**src/hw/period_timer_pkg.sv**
```systemverilog
// Constants, mode codes and the state record of the 8-bit period timer.
// Assumes one 10 MHz system clock; every slower rate is an enable pulse.
package period_timer_pkg;

	// Widths of the control fields and of the count.
	localparam int CNT_W      = 8;
	localparam int PRESC_W    = 7;
	localparam int PS_SEL_W   = 3;
	localparam int POST_SEL_W = 4;
	localparam int MODE_W     = 5;
	localparam int SRC_SEL_W  = 4;
	localparam int NUM_SRC    = 16;
	localparam int FLAG_SYNC  = 2;

	// Reset and restart values.
	localparam logic [CNT_W-1:0]      COUNT_ZERO = 8'h00;
	localparam logic [PRESC_W-1:0]    PRESC_ZERO = 7'h00;
	localparam logic [POST_SEL_W-1:0] POST_ZERO  = 4'h0;

	// Mode class in the upper two mode bits.
	localparam logic [1:0] CLS_FREE = 2'h0;
	localparam logic [1:0] CLS_ONE  = 2'h1;
	localparam logic [1:0] CLS_MONO = 2'h2;

	// Sub-mode codes in the lower three mode bits.
	localparam logic [2:0] SUB_SW    = 3'h0;
	localparam logic [2:0] SUB_GHI   = 3'h1;
	localparam logic [2:0] SUB_GLO   = 3'h2;
	localparam logic [2:0] SUB_ANY   = 3'h3;
	localparam logic [2:0] SUB_RISE  = 3'h4;
	localparam logic [2:0] SUB_FALL  = 3'h5;
	localparam logic [2:0] SUB_LOW   = 3'h6;
	localparam logic [2:0] SUB_HIGH  = 3'h7;

	// Whole mode codes that the gate logic and the checks test directly.
	localparam logic [MODE_W-1:0] MODE_SW_GATE = 5'h00;
	localparam logic [MODE_W-1:0] MODE_GATE_HI = 5'h01;
	localparam logic [MODE_W-1:0] MODE_GATE_LO = 5'h02;

	// Start state of the edge and software started modes.
	typedef enum logic [0:0] {
		ST_WAIT = 1'b0,
		ST_RUN  = 1'b1
	} run_state_t;

	// Every flip-flop of the timer.
	typedef struct packed {
		logic                  on;
		logic [1:0]            on_pipe;
		logic [1:0]            ers_pipe;
		logic                  ers_prev;
		logic                  tclk_prev;
		logic [PRESC_W-1:0]    presc;
		logic [CNT_W-1:0]      count;
		logic [POST_SEL_W-1:0] post;
		logic                  post_pulse;
		logic                  match_pulse;
		logic [FLAG_SYNC-1:0]  flag_pipe;
		logic                  flag;
		run_state_t            state;
	} state_t;

	localparam state_t STATE_RESET = '{
		on: 1'b0, on_pipe: 2'h0, ers_pipe: 2'h0, ers_prev: 1'b0, tclk_prev: 1'b0,
		presc: PRESC_ZERO, count: COUNT_ZERO, post: POST_ZERO, post_pulse: 1'b0,
		match_pulse: 1'b0, flag_pipe: 2'h0, flag: 1'b0, state: ST_WAIT};

endpackage : period_timer_pkg

```
**src/hw/period_timer.sv**
```systemverilog
// Period timer with prescaler, postscaler and external reset/gate input.
// Assumes all inputs are synchronous to clock; count_clock is a level sampled here.
//
// Function
// - Edge-started modes need a fresh edge after run enable was cleared and set again.
// - One-shot modes: clock after count equals period clears run enable, count stops at zero.
// - Monostable modes: clock after match stops count at zero, run enable stays set.
// - Interrupt flag rises when postscaler reaches the selected ratio, 1:1 to 1:16.
// - Interrupt request reaches the processor only while its enable bit is set.
// - Interrupt flag setting may lag the postscaled match by two instruction cycles.
// - Slow timer clock: run enable and external signal delayed two timer clocks.
// - Instruction clock: external signal delayed one cycle, run enable next cycle.
// - Software gate mode counts while run enable is set, holds while clear.
// - Count equal to period returns to zero on next prescaler expiry, keeps counting in free-running modes.
// - Hardware gate modes also gate by external signal; high level runs in mode 00001.
// - Gating lengthens PWM period, and duty when stopped with PWM output high.
// - Five-bit mode field selects free-running, one-shot or monostable variants.
// - External reset/gate signal comes from a source chosen by a select register.
`timescale 1ns/1ps

module period_timer
	import period_timer_pkg::*;
(
	// Clock and reset.
	input  wire logic                  clock,
	input  wire logic                  sys_rst,
	// Timer clock source.
	input  wire logic                  use_instr_clock,
	input  wire logic                  count_clock,
	// Software control bits.
	input  wire logic                  run_enable_wr,
	input  wire logic                  run_enable_wdata,
	input  wire logic [MODE_W-1:0]     limit_mode_reg,
	input  wire logic [PS_SEL_W-1:0]   prescale_select,
	input  wire logic [POST_SEL_W-1:0] postscale_select,
	input  wire logic [CNT_W-1:0]      period_match_reg,
	input  wire logic [SRC_SEL_W-1:0]  ext_reset_select_reg,
	input  wire logic                  period_irq_enable,
	input  wire logic                  period_irq_flag_clr,
	// External reset/gate sources.
	input  wire logic [NUM_SRC-1:0]    ext_reset_sources,
	// Status and results.
	output logic                       run_enable,
	output logic [CNT_W-1:0]           count_value,
	output logic                       period_match_pulse,
	output logic                       postscaled_match_pulse,
	output logic                       period_irq_flag,
	output logic                       timer_irq_request
);

	state_t st_q;
	state_t st_d;

	// Decoded strobes shared by the update logic and the checks.
	logic ext_reset_signal;
	logic tick;
	logic on_s;
	logic ers_s;
	logic rise;
	logic fall;
	logic presc_done;
	logic running;
	logic hw_reset;
	logic at_match;
	logic wrap;
	logic one_shot;
	logic mono;
	logic level_start;

	// Start event of the edge-started modes; software start always qualifies.
	function automatic logic start_event(input logic [2:0] sub, input logic r, input logic f);
		unique case (sub)
			SUB_GHI, SUB_RISE, SUB_LOW:  start_event = r;
			SUB_GLO, SUB_FALL, SUB_HIGH: start_event = f;
			SUB_ANY:                     start_event = r | f;
			SUB_SW:                      start_event = 1'b1;
		endcase
	endfunction : start_event

	// Hardware reset of the count, by edge or by level, per mode class.
	function automatic logic reset_event(input logic [1:0] cls, input logic [2:0] sub,
			input logic e, input logic r, input logic f);
		reset_event = 1'b0;
		if ((cls == CLS_FREE && sub == SUB_ANY)) begin
			reset_event = r | f;
		end else if (cls == CLS_FREE || cls == CLS_ONE) begin
			unique case (sub)
				SUB_RISE: reset_event = r;
				SUB_FALL: reset_event = f;
				SUB_LOW:  reset_event = ~e;
				SUB_HIGH: reset_event = e;
				default:  reset_event = 1'b0;
			endcase
		end else if (cls == CLS_MONO && sub == SUB_LOW) begin
			reset_event = ~e;
		end else if (cls == CLS_MONO && sub == SUB_HIGH) begin
			reset_event = e;
		end
	endfunction : reset_event

	// Source selection and timer clock tick; a slow timer clock is edge detected here.
	assign ext_reset_signal = ext_reset_sources[ext_reset_select_reg];
	assign tick = use_instr_clock | (count_clock & ~st_q.tclk_prev);
	// The instruction clock needs one stage, a slower clock two of its own ticks.
	assign on_s  = use_instr_clock ? st_q.on_pipe[0] : st_q.on_pipe[1];
	assign ers_s = use_instr_clock ? st_q.ers_pipe[0] : st_q.ers_pipe[1];
	assign rise  = ers_s & ~st_q.ers_prev;
	assign fall  = ~ers_s & st_q.ers_prev;

	// Mode decode.
	assign one_shot    = limit_mode_reg[4:3] == CLS_ONE;
	assign mono        = limit_mode_reg[4:3] == CLS_MONO &&
		limit_mode_reg[2:0] inside {SUB_GHI, SUB_GLO, SUB_ANY};
	assign level_start = limit_mode_reg[4:3] == CLS_MONO && limit_mode_reg[2] && limit_mode_reg[1];
	assign hw_reset    = tick &&
		reset_event(limit_mode_reg[4:3], limit_mode_reg[2:0], ers_s, rise, fall);

	// Run condition per mode; reserved codes never run.
	always_comb begin
		running = 1'b0;
		if (limit_mode_reg == MODE_GATE_HI) begin
			running = on_s & ers_s;
		end else if (limit_mode_reg == MODE_GATE_LO) begin
			running = on_s & ~ers_s;
		end else if (limit_mode_reg[4:3] == CLS_FREE) begin
			running = on_s;
		end else if (level_start) begin
			running = on_s & (limit_mode_reg[0] ? ~ers_s : ers_s);
		end else if (one_shot || mono) begin
			running = on_s & (st_q.state == ST_RUN);
		end
	end

	// Prescaler expiry: the ratio is two to the power of the select field.
	assign presc_done = tick && running &&
		((st_q.presc & PRESC_W'((1 << prescale_select) - 1)) ==
		PRESC_W'((1 << prescale_select) - 1));
	assign at_match = presc_done && !hw_reset && st_q.count == period_match_reg;
	assign wrap     = at_match && !one_shot && !mono && !level_start;

	// Next state of every register.
	always_comb begin
		st_d = st_q;
		st_d.post_pulse  = 1'b0;
		st_d.match_pulse = 1'b0;
		st_d.flag_pipe   = {st_q.flag_pipe[0], 1'b0};
		if (!use_instr_clock) begin
			st_d.tclk_prev = count_clock;
		end
		// Synchronising pipes advance only on timer clock ticks.
		if (tick) begin
			st_d.on_pipe  = {st_q.on_pipe[0], st_q.on};
			st_d.ers_pipe = {st_q.ers_pipe[0], ext_reset_signal};
			st_d.ers_prev = ers_s;
		end
		// Start state: a cleared run enable forgets any earlier start.
		if (tick && !on_s) begin
			st_d.state = ST_WAIT;
		end else if (tick && st_q.state == ST_WAIT &&
				start_event(limit_mode_reg[2:0], rise, fall)) begin
			st_d.state = ST_RUN;
		end
		// Counting; a held count keeps the PWM period and duty stretched.
		if (hw_reset) begin
			st_d.count = COUNT_ZERO;
			st_d.presc = PRESC_ZERO;
		end else if (tick && running) begin
			st_d.presc = st_q.presc + 1'b1;
		end
		if (presc_done && !hw_reset) begin
			st_d.presc = PRESC_ZERO;
			st_d.count = st_q.count + 1'b1;
		end
		if (at_match) begin
			st_d.count       = COUNT_ZERO;
			st_d.match_pulse = 1'b1;
			if (st_q.post == postscale_select) begin
				st_d.post       = POST_ZERO;
				st_d.post_pulse = 1'b1;
				// The flag pipe starts with the pulse, so the flag follows two cycles later.
				st_d.flag_pipe[0] = 1'b1;
			end else begin
				st_d.post = st_q.post + 1'b1;
			end
		end
		// One-shot stops and drops run enable, including its pipe, so no restart.
		if (at_match && (one_shot || level_start)) begin
			st_d.on      = 1'b0;
			st_d.on_pipe = 2'h0;
			st_d.state   = ST_WAIT;
		end else if (at_match && mono) begin
			st_d.state = ST_WAIT;
		end
		// A software write is the newer intent, so it wins over the hardware stop.
		if (run_enable_wr) begin
			st_d.on = run_enable_wdata;
		end
		// Set wins over clear for the interrupt flag.
		if (st_q.flag_pipe[FLAG_SYNC-1]) begin
			st_d.flag = 1'b1;
		end else if (period_irq_flag_clr) begin
			st_d.flag = 1'b0;
		end
	end

	// State register.
	always_ff @(posedge clock or posedge sys_rst) begin
		if (sys_rst) begin
			st_q <= STATE_RESET;
		end else begin
			st_q <= st_d;
		end
	end

	// Outputs.
	assign run_enable             = st_q.on;
	assign count_value            = st_q.count;
	assign period_match_pulse     = st_q.match_pulse;
	assign postscaled_match_pulse = st_q.post_pulse;
	assign period_irq_flag        = st_q.flag;
	assign timer_irq_request      = st_q.flag & period_irq_enable;
endmodule : period_timer

```
**config.mk**
```make
export PLATFORM = sky130hd
export DESIGN_NAME = period_timer
export DESIGN_NICKNAME = d
export VERILOG_FILES = /design/src/hw/period_timer_pkg.sv /design/src/hw/period_timer.sv
export SDC_FILE = /design/constraint.sdc
export NUM_CORES = 1
export LEC_CHECK = 0
export BUFFER_PORTS_ARGS = -buffer_cell sky130_fd_sc_hd__buf_2
export CORE_MARGIN = 1
export CORE_UTILIZATION = 54
export CTS_CLUSTER_SIZE = 30
export DETAILED_ROUTE_END_ITERATION = 16
export PLACE_DENSITY = 0.81
export REMOVE_ABC_BUFFERS = 1
export SLEW_MARGIN = 10
export SYNTH_ARGS = -nofsm -noshare
export SYNTH_HDL_FRONTEND = slang
export SYNTH_SLANG_ARGS = --single-unit
```
**constraint.sdc**
```tcl
create_clock -name clock -period 2.85 [get_ports clock]
set_clock_uncertainty 0.15 [all_clocks]
set_input_delay 0.4275 -clock clock [delete_from_list [all_inputs] [get_ports clock]]
set_output_delay 0.4275 -clock clock [all_outputs]
set_load 0.05 [all_outputs]
```
Word-level counts from Yosys, hierarchy flattened --
Index checks and enable logic that the tools add are counted.
Storage, ports and cells: register bits 32, input port bits 48, output and inout port bits 13
Cells by class: add/sub/neg operators 4, $lt $le $gt $ge 1, equal/unequal tests 14, shift-type cells 1, muxes and demuxes 34, bitwise gates (word level) 15, reduce and logical (&&, ||, !) cells 32
Operator list (count):
- $mux W1 | 23
- $logic_and A1 B1 Y1 | 16
- $mux W15 | 1
- $mux W14 | 1
- $mux W7 | 2
- $eq A3 B3 Y1 const B | 4
- $reduce_bool A3 Y1 | 3
- $add A8 B1 Y8 const B | 1
- $and A1 B1 Y1 | 8
- $eq A8 B8 Y1 | 1
- $mux W8 | 1
- $pmux W1 S4 | 2
- $add A7 B1 Y7 const B | 1
- $and A7 B7 Y7 | 1
- $eq A7 B7 Y1 | 1
- $shl A1 B3 Y7 const A | 1
- $sub A7 B2 Y7 const B | 1
- $eq A3 B2 Y1 const B | 2
- $reduce_bool A2 Y1 | 3
- $reduce_or A3 Y1 | 2
- $eq A5 B1 Y1 const B | 1
- $eq A5 B2 Y1 const B | 1
- $lt A4 B5 Y1 const B | 1
- $mux W5 | 1
- 15 further kinds | 22

Depth between registers and ports, before layout --
depth after elaboration 16, mapped depth 11

Worst setup path before layout --
OpenSTA, ideal clock, no wires.
kind input -> register, start point in use_instr_clock, end point reg st_q[8] in the netlist's numbering, setup time 0.120 ns, data arrival time 2.317 ns, slack 0.262 ns, cell stages on the path 11, buffers on the path 2, path through buf_6 > mux2i_4 > inv_2 > ha_1 > nor2_1 > a31oi_1 > o32ai_1 > a21oi_2 > and3_4 > buf_6 > a41o_1
Between the ends: longest elaborated chain between the ends 12
RTL lines:
- start, declared | RTL line period_timer.sv:28 | input wire logic use_instr_clock,
- $mux W1 * | RTL line period_timer.sv:106 | assign ers_s = use_instr_clock ? st_q.ers_pipe[0] : st_q.ers_pipe[1];
- via ers_s | RTL line period_timer.sv:58 | logic ers_s;
- $not A1 Y1
- $mux W1 | RTL line period_timer.sv:128 | running = on_s & (limit_mode_reg[0] ? ~ers_s : ers_s);
- $and A1 B1 Y1 | RTL line period_timer.sv:128
- $mux W1 | RTL line period_timer.sv:127 | end else if (level_start) begin
- $mux W1 | RTL line period_timer.sv:125 | end else if (limit_mode_reg[4:3] == CLS_FREE) begin
- $mux W1 | RTL line period_timer.sv:123 | end else if (limit_mode_reg == MODE_GATE_LO) begin
- $mux W1 | RTL line period_timer.sv:121 | if (limit_mode_reg == MODE_GATE_HI) begin
- $logic_and A1 B1 Y1 (2 in series) | RTL line period_timer.sv:135 | assign presc_done = tick && running &&
- $logic_and A1 B1 Y1 * (2 in series) | RTL line period_timer.sv:138 | assign at_match = presc_done && !hw_reset && st_q.count == period_match_reg;
- via at_match | RTL line period_timer.sv:64 | logic at_match;
- end signal, assigned | RTL line period_timer.sv:211 | st_q <= st_d;
- end, declared | RTL line period_timer.sv:51 | state_t st_q;
The timed path passes the listed nets; every way through them passes the cells marked *. A chain may end at the register's enable or synchronous reset.

Final worst setup path --
start point reg st_q[27] in the netlist's numbering, end point reg st_q, in the netlist count_value[4]
Between the ends: longest elaborated chain between the ends 13
RTL lines (RTL line):
- $mux W1 * | period_timer.sv:106
- via ers_s | period_timer.sv:58
- $not A1 Y1
- $mux W1 | period_timer.sv:128
- $and A1 B1 Y1 | period_timer.sv:128
- $mux W1 | period_timer.sv:127
- $mux W1 | period_timer.sv:125
- $mux W1 | period_timer.sv:123
- $mux W1 | period_timer.sv:121
- $logic_and A1 B1 Y1 (2 in series) | period_timer.sv:135
- $logic_and A1 B1 Y1 | period_timer.sv:138, period_timer.sv:170
- $mux W15 / $logic_and A1 B1 Y1 (equally long branches) | period_timer.sv:170, period_timer.sv:138
- $mux W14 / $reduce_bool A3 Y1 (equally long branches)
Marked as above.

==> results.toml <==
[synth]
synth_top_family_by_area = "simple AND/OR/NAND/NOR gates"
ys_warn_count = 0
synth_seq_area_share = 0.325
yosys.area_share.xor_xnor = 0.0770
synth_area_um2 = 2390
synthMuxAreaShare = 0.0864
synth_fa_ha_area_frac = 0.0262
ys_types = 65
avgSynthCellArea_um2 = 9.68
synth-simple-area-share = 0.209
synthArstFlopShare = 1.00
synth_seq_cells = 31
synth-edff-count = 0
synth_compound_area_frac = 0.198
synthCells = 247
ys.flop_type = "dfrtp_1"

[cells_and_area]
mostFrequentLayoutCell = "buf_2"
drive_above_1_share = 0.340
multi_input_comb_area_um2 = 1430
regArea_um2 = 776
final_util = 0.672
n_fill_cell = 325
design_area_um2 = 2760
antenna_cells = 0
final_nets = 352
syn_to_final_growth_pct = 15.7
final_cell_mix = "60 x buf_2, 31 x dfrtp_1, 24 x nand2_1"

[flow_run]
maxCapViolCount = 0

[sta]
finalCriticalPeriod_ns = 2.62
setup_ws_ns = 0.232
period_share = 0.919
tns_ns = 0
final-setup-viol-count = 0
report.final.slew_viol_count = 0
grt_setup_unrepaired = "no"
hold_viol = 0
max-slew-margin-rel = 0.660
max_freq_mhz = 382
tightest_slew_ns = 0.509

[grt]
grt_pass1_vias = 1896
busiest_layer = "met2"
gr-usage-met1 = 0.283
grt_max_degree = 32
antenna_found_initial = 0
grt_use_total = 0.239
grtUsageMet2 = 0.413
use_met3 = 0.0576
grt_first_pass_wirelength_um = 8240
gr-total-overflow = 0

[cts]
htreeDepth = 2
hold_buffers = 0
cts.repair.resized = 0
post_cts_buffers = 0
insertion_delay_ns = 0.28
clk_pin_slew_ns = 0.07
numCtsBuffers = 5
clk_path_buf_depth = 2
tritoncts = "done"
cts_root_buf = "clkbuf_8"
clock_sinks = 31

[route]
drtIter0Drc = 126
via_per_inst = 5.66
wl_per_cell_um = 14.3
drtPass1Iterations = 4
postRouteAntennaNets = 0
vias = 1982
drc = 0
wl_um = 4990

[setup_path]
critPathKind = "reg2reg"
end_kind = "flip-flop"
worst_ep_required_time_ns = 2.87
crit_path_start_kind = "flip-flop"
worstPathArrival_ns = 2.64
crit_path_max_fanout = 9

[floorplan]
ioPinCount = 61
dieArea_um2 = 4700
die_w_um = 68.5
core_um2 = 4120
fp.dieH_um = 68.5
initial_core_util = 0.581
placementRows = 23

[min_path]
hold_class = "in2async"

[pwr]
leakage_nw = 1.31
ir_drop_uv = 231
total_power_mw = 1.34
pwr_density_cell_nw_per_um2 = 486

[status]
status = "complete, no violations"

[placement]
io_buffers = 60
place_congestion = 0.912
dp_slack_ns = 0.0921
placed_cell_area_um2 = 2650
hpwl_um = 3830
## path summary, 6_finish.rpt
kind                                               end  slack [ns]            startpoint  cells past startpoint
max                         count_value[4]$_DFFE_PP0P_        0.23  st_q[27]$_DFFE_PP0N_                     10
min                               st_q[19]$_DFFE_PP0P_        0.07               sys_rst                      3
max reg2reg                 count_value[4]$_DFFE_PP0P_        0.23  st_q[27]$_DFFE_PP0N_                     10
min reg2reg                period_irq_flag$_DFFE_PP0P_        0.27     st_q[3]$_DFF_PP0_                      1
max in group asynchronous         st_q[25]$_DFFE_PP0N_        2.20               sys_rst                      3
min in group clock                st_q[25]$_DFFE_PP0N_        0.24           count_clock                      2
## cells in the mapped netlist (4+ instances only)
master | count | share of area
xnor2_1 | 21 | 0.077
mux2i_1 | 6 | 0.025
nand3_1 | 9 | 0.019
ha_1 | 5 | 0.026
buf_2 | 4 | 0.0084
o21ai_0 | 4 | 0.0084
nand4_1 | 6 | 0.016
nand2_1 | 24 | 0.038
mux4_2 | 5 | 0.047
nor2b_1 | 4 | 0.010
nor3_1 | 4 | 0.0084
inv_1 | 13 | 0.020
nor2_1 | 14 | 0.022
a21oi_1 | 9 | 0.019
nand2b_1 | 5 | 0.013
and2_1 | 4 | 0.010
buf_6 | 4 | 0.019
buf_4 | 8 | 0.025
dfrtp_1 | 31 | 0.32
a32o_1 | 4 | 0.017
## final cells by class
class,instances,share of cell area
multi-input combinational,183,0.516
tap,50,0.0226
timing repair buffer,64,0.120
clock buffer,6,0.0299
sequential,31,0.281
clock inverter,2,0.0127
inverter,14,0.0190
## per-stage QoR
step | std cells | hold WS [ns]
floorplan | 228 | 0.254
detailed placement | 342 | 0.254
finish | 350 | 0.0662
global route | 350 | 0.103
CTS | 350 | 0.0753
global placement | 342 | 0.253
## critical path, cell delays in order (launching register included)
cell	delay [ns]
dfrtp_1	0.46
mux2i_4	0.23
inv_2	0.08
ha_1	0.29
nor2_1	0.09
a31oi_1	0.09
o32ai_1	0.26
buf_4	0.17
and2_1	0.36
a311oi_1	0.09
a31o_2	0.24
## flip-flops by register name, summed over array words and instances, names as in the netlist
signal and cells:
run_enable 1, period_match_pulse 1, st_d 1, st_q 19, period_irq_flag 1, count_value 8
## per-layer routing
layer / share of wire / up-vias
met4: 0.022 / 0
met3: 0.037 / 9
li1: - / 992
met5: 0 / -
met1: 0.42 / 924
met2: 0.52 / 57
## where the power goes
| group | switching [mW] | leakage (nW) | internal [mW] |
|---|---|---|---|
| Combinational | 0.207 | 0.848 | 0.153 |
| Clock | 0.163 | 0.0612 | 0.283 |
| Sequential | 0.0576 | 0.404 | 0.481 |
## cell families (layout without fill, tap and decap cells)
kind of cell	count (synthesis)	after routing
flops	31	31
simple gates	89	89
fa+ha+maj	5	5
mux	13	13
buf+inv	33	86
xor+xnor	21	21
compound gates	55	55
Power figures use the tool's default switching activity.
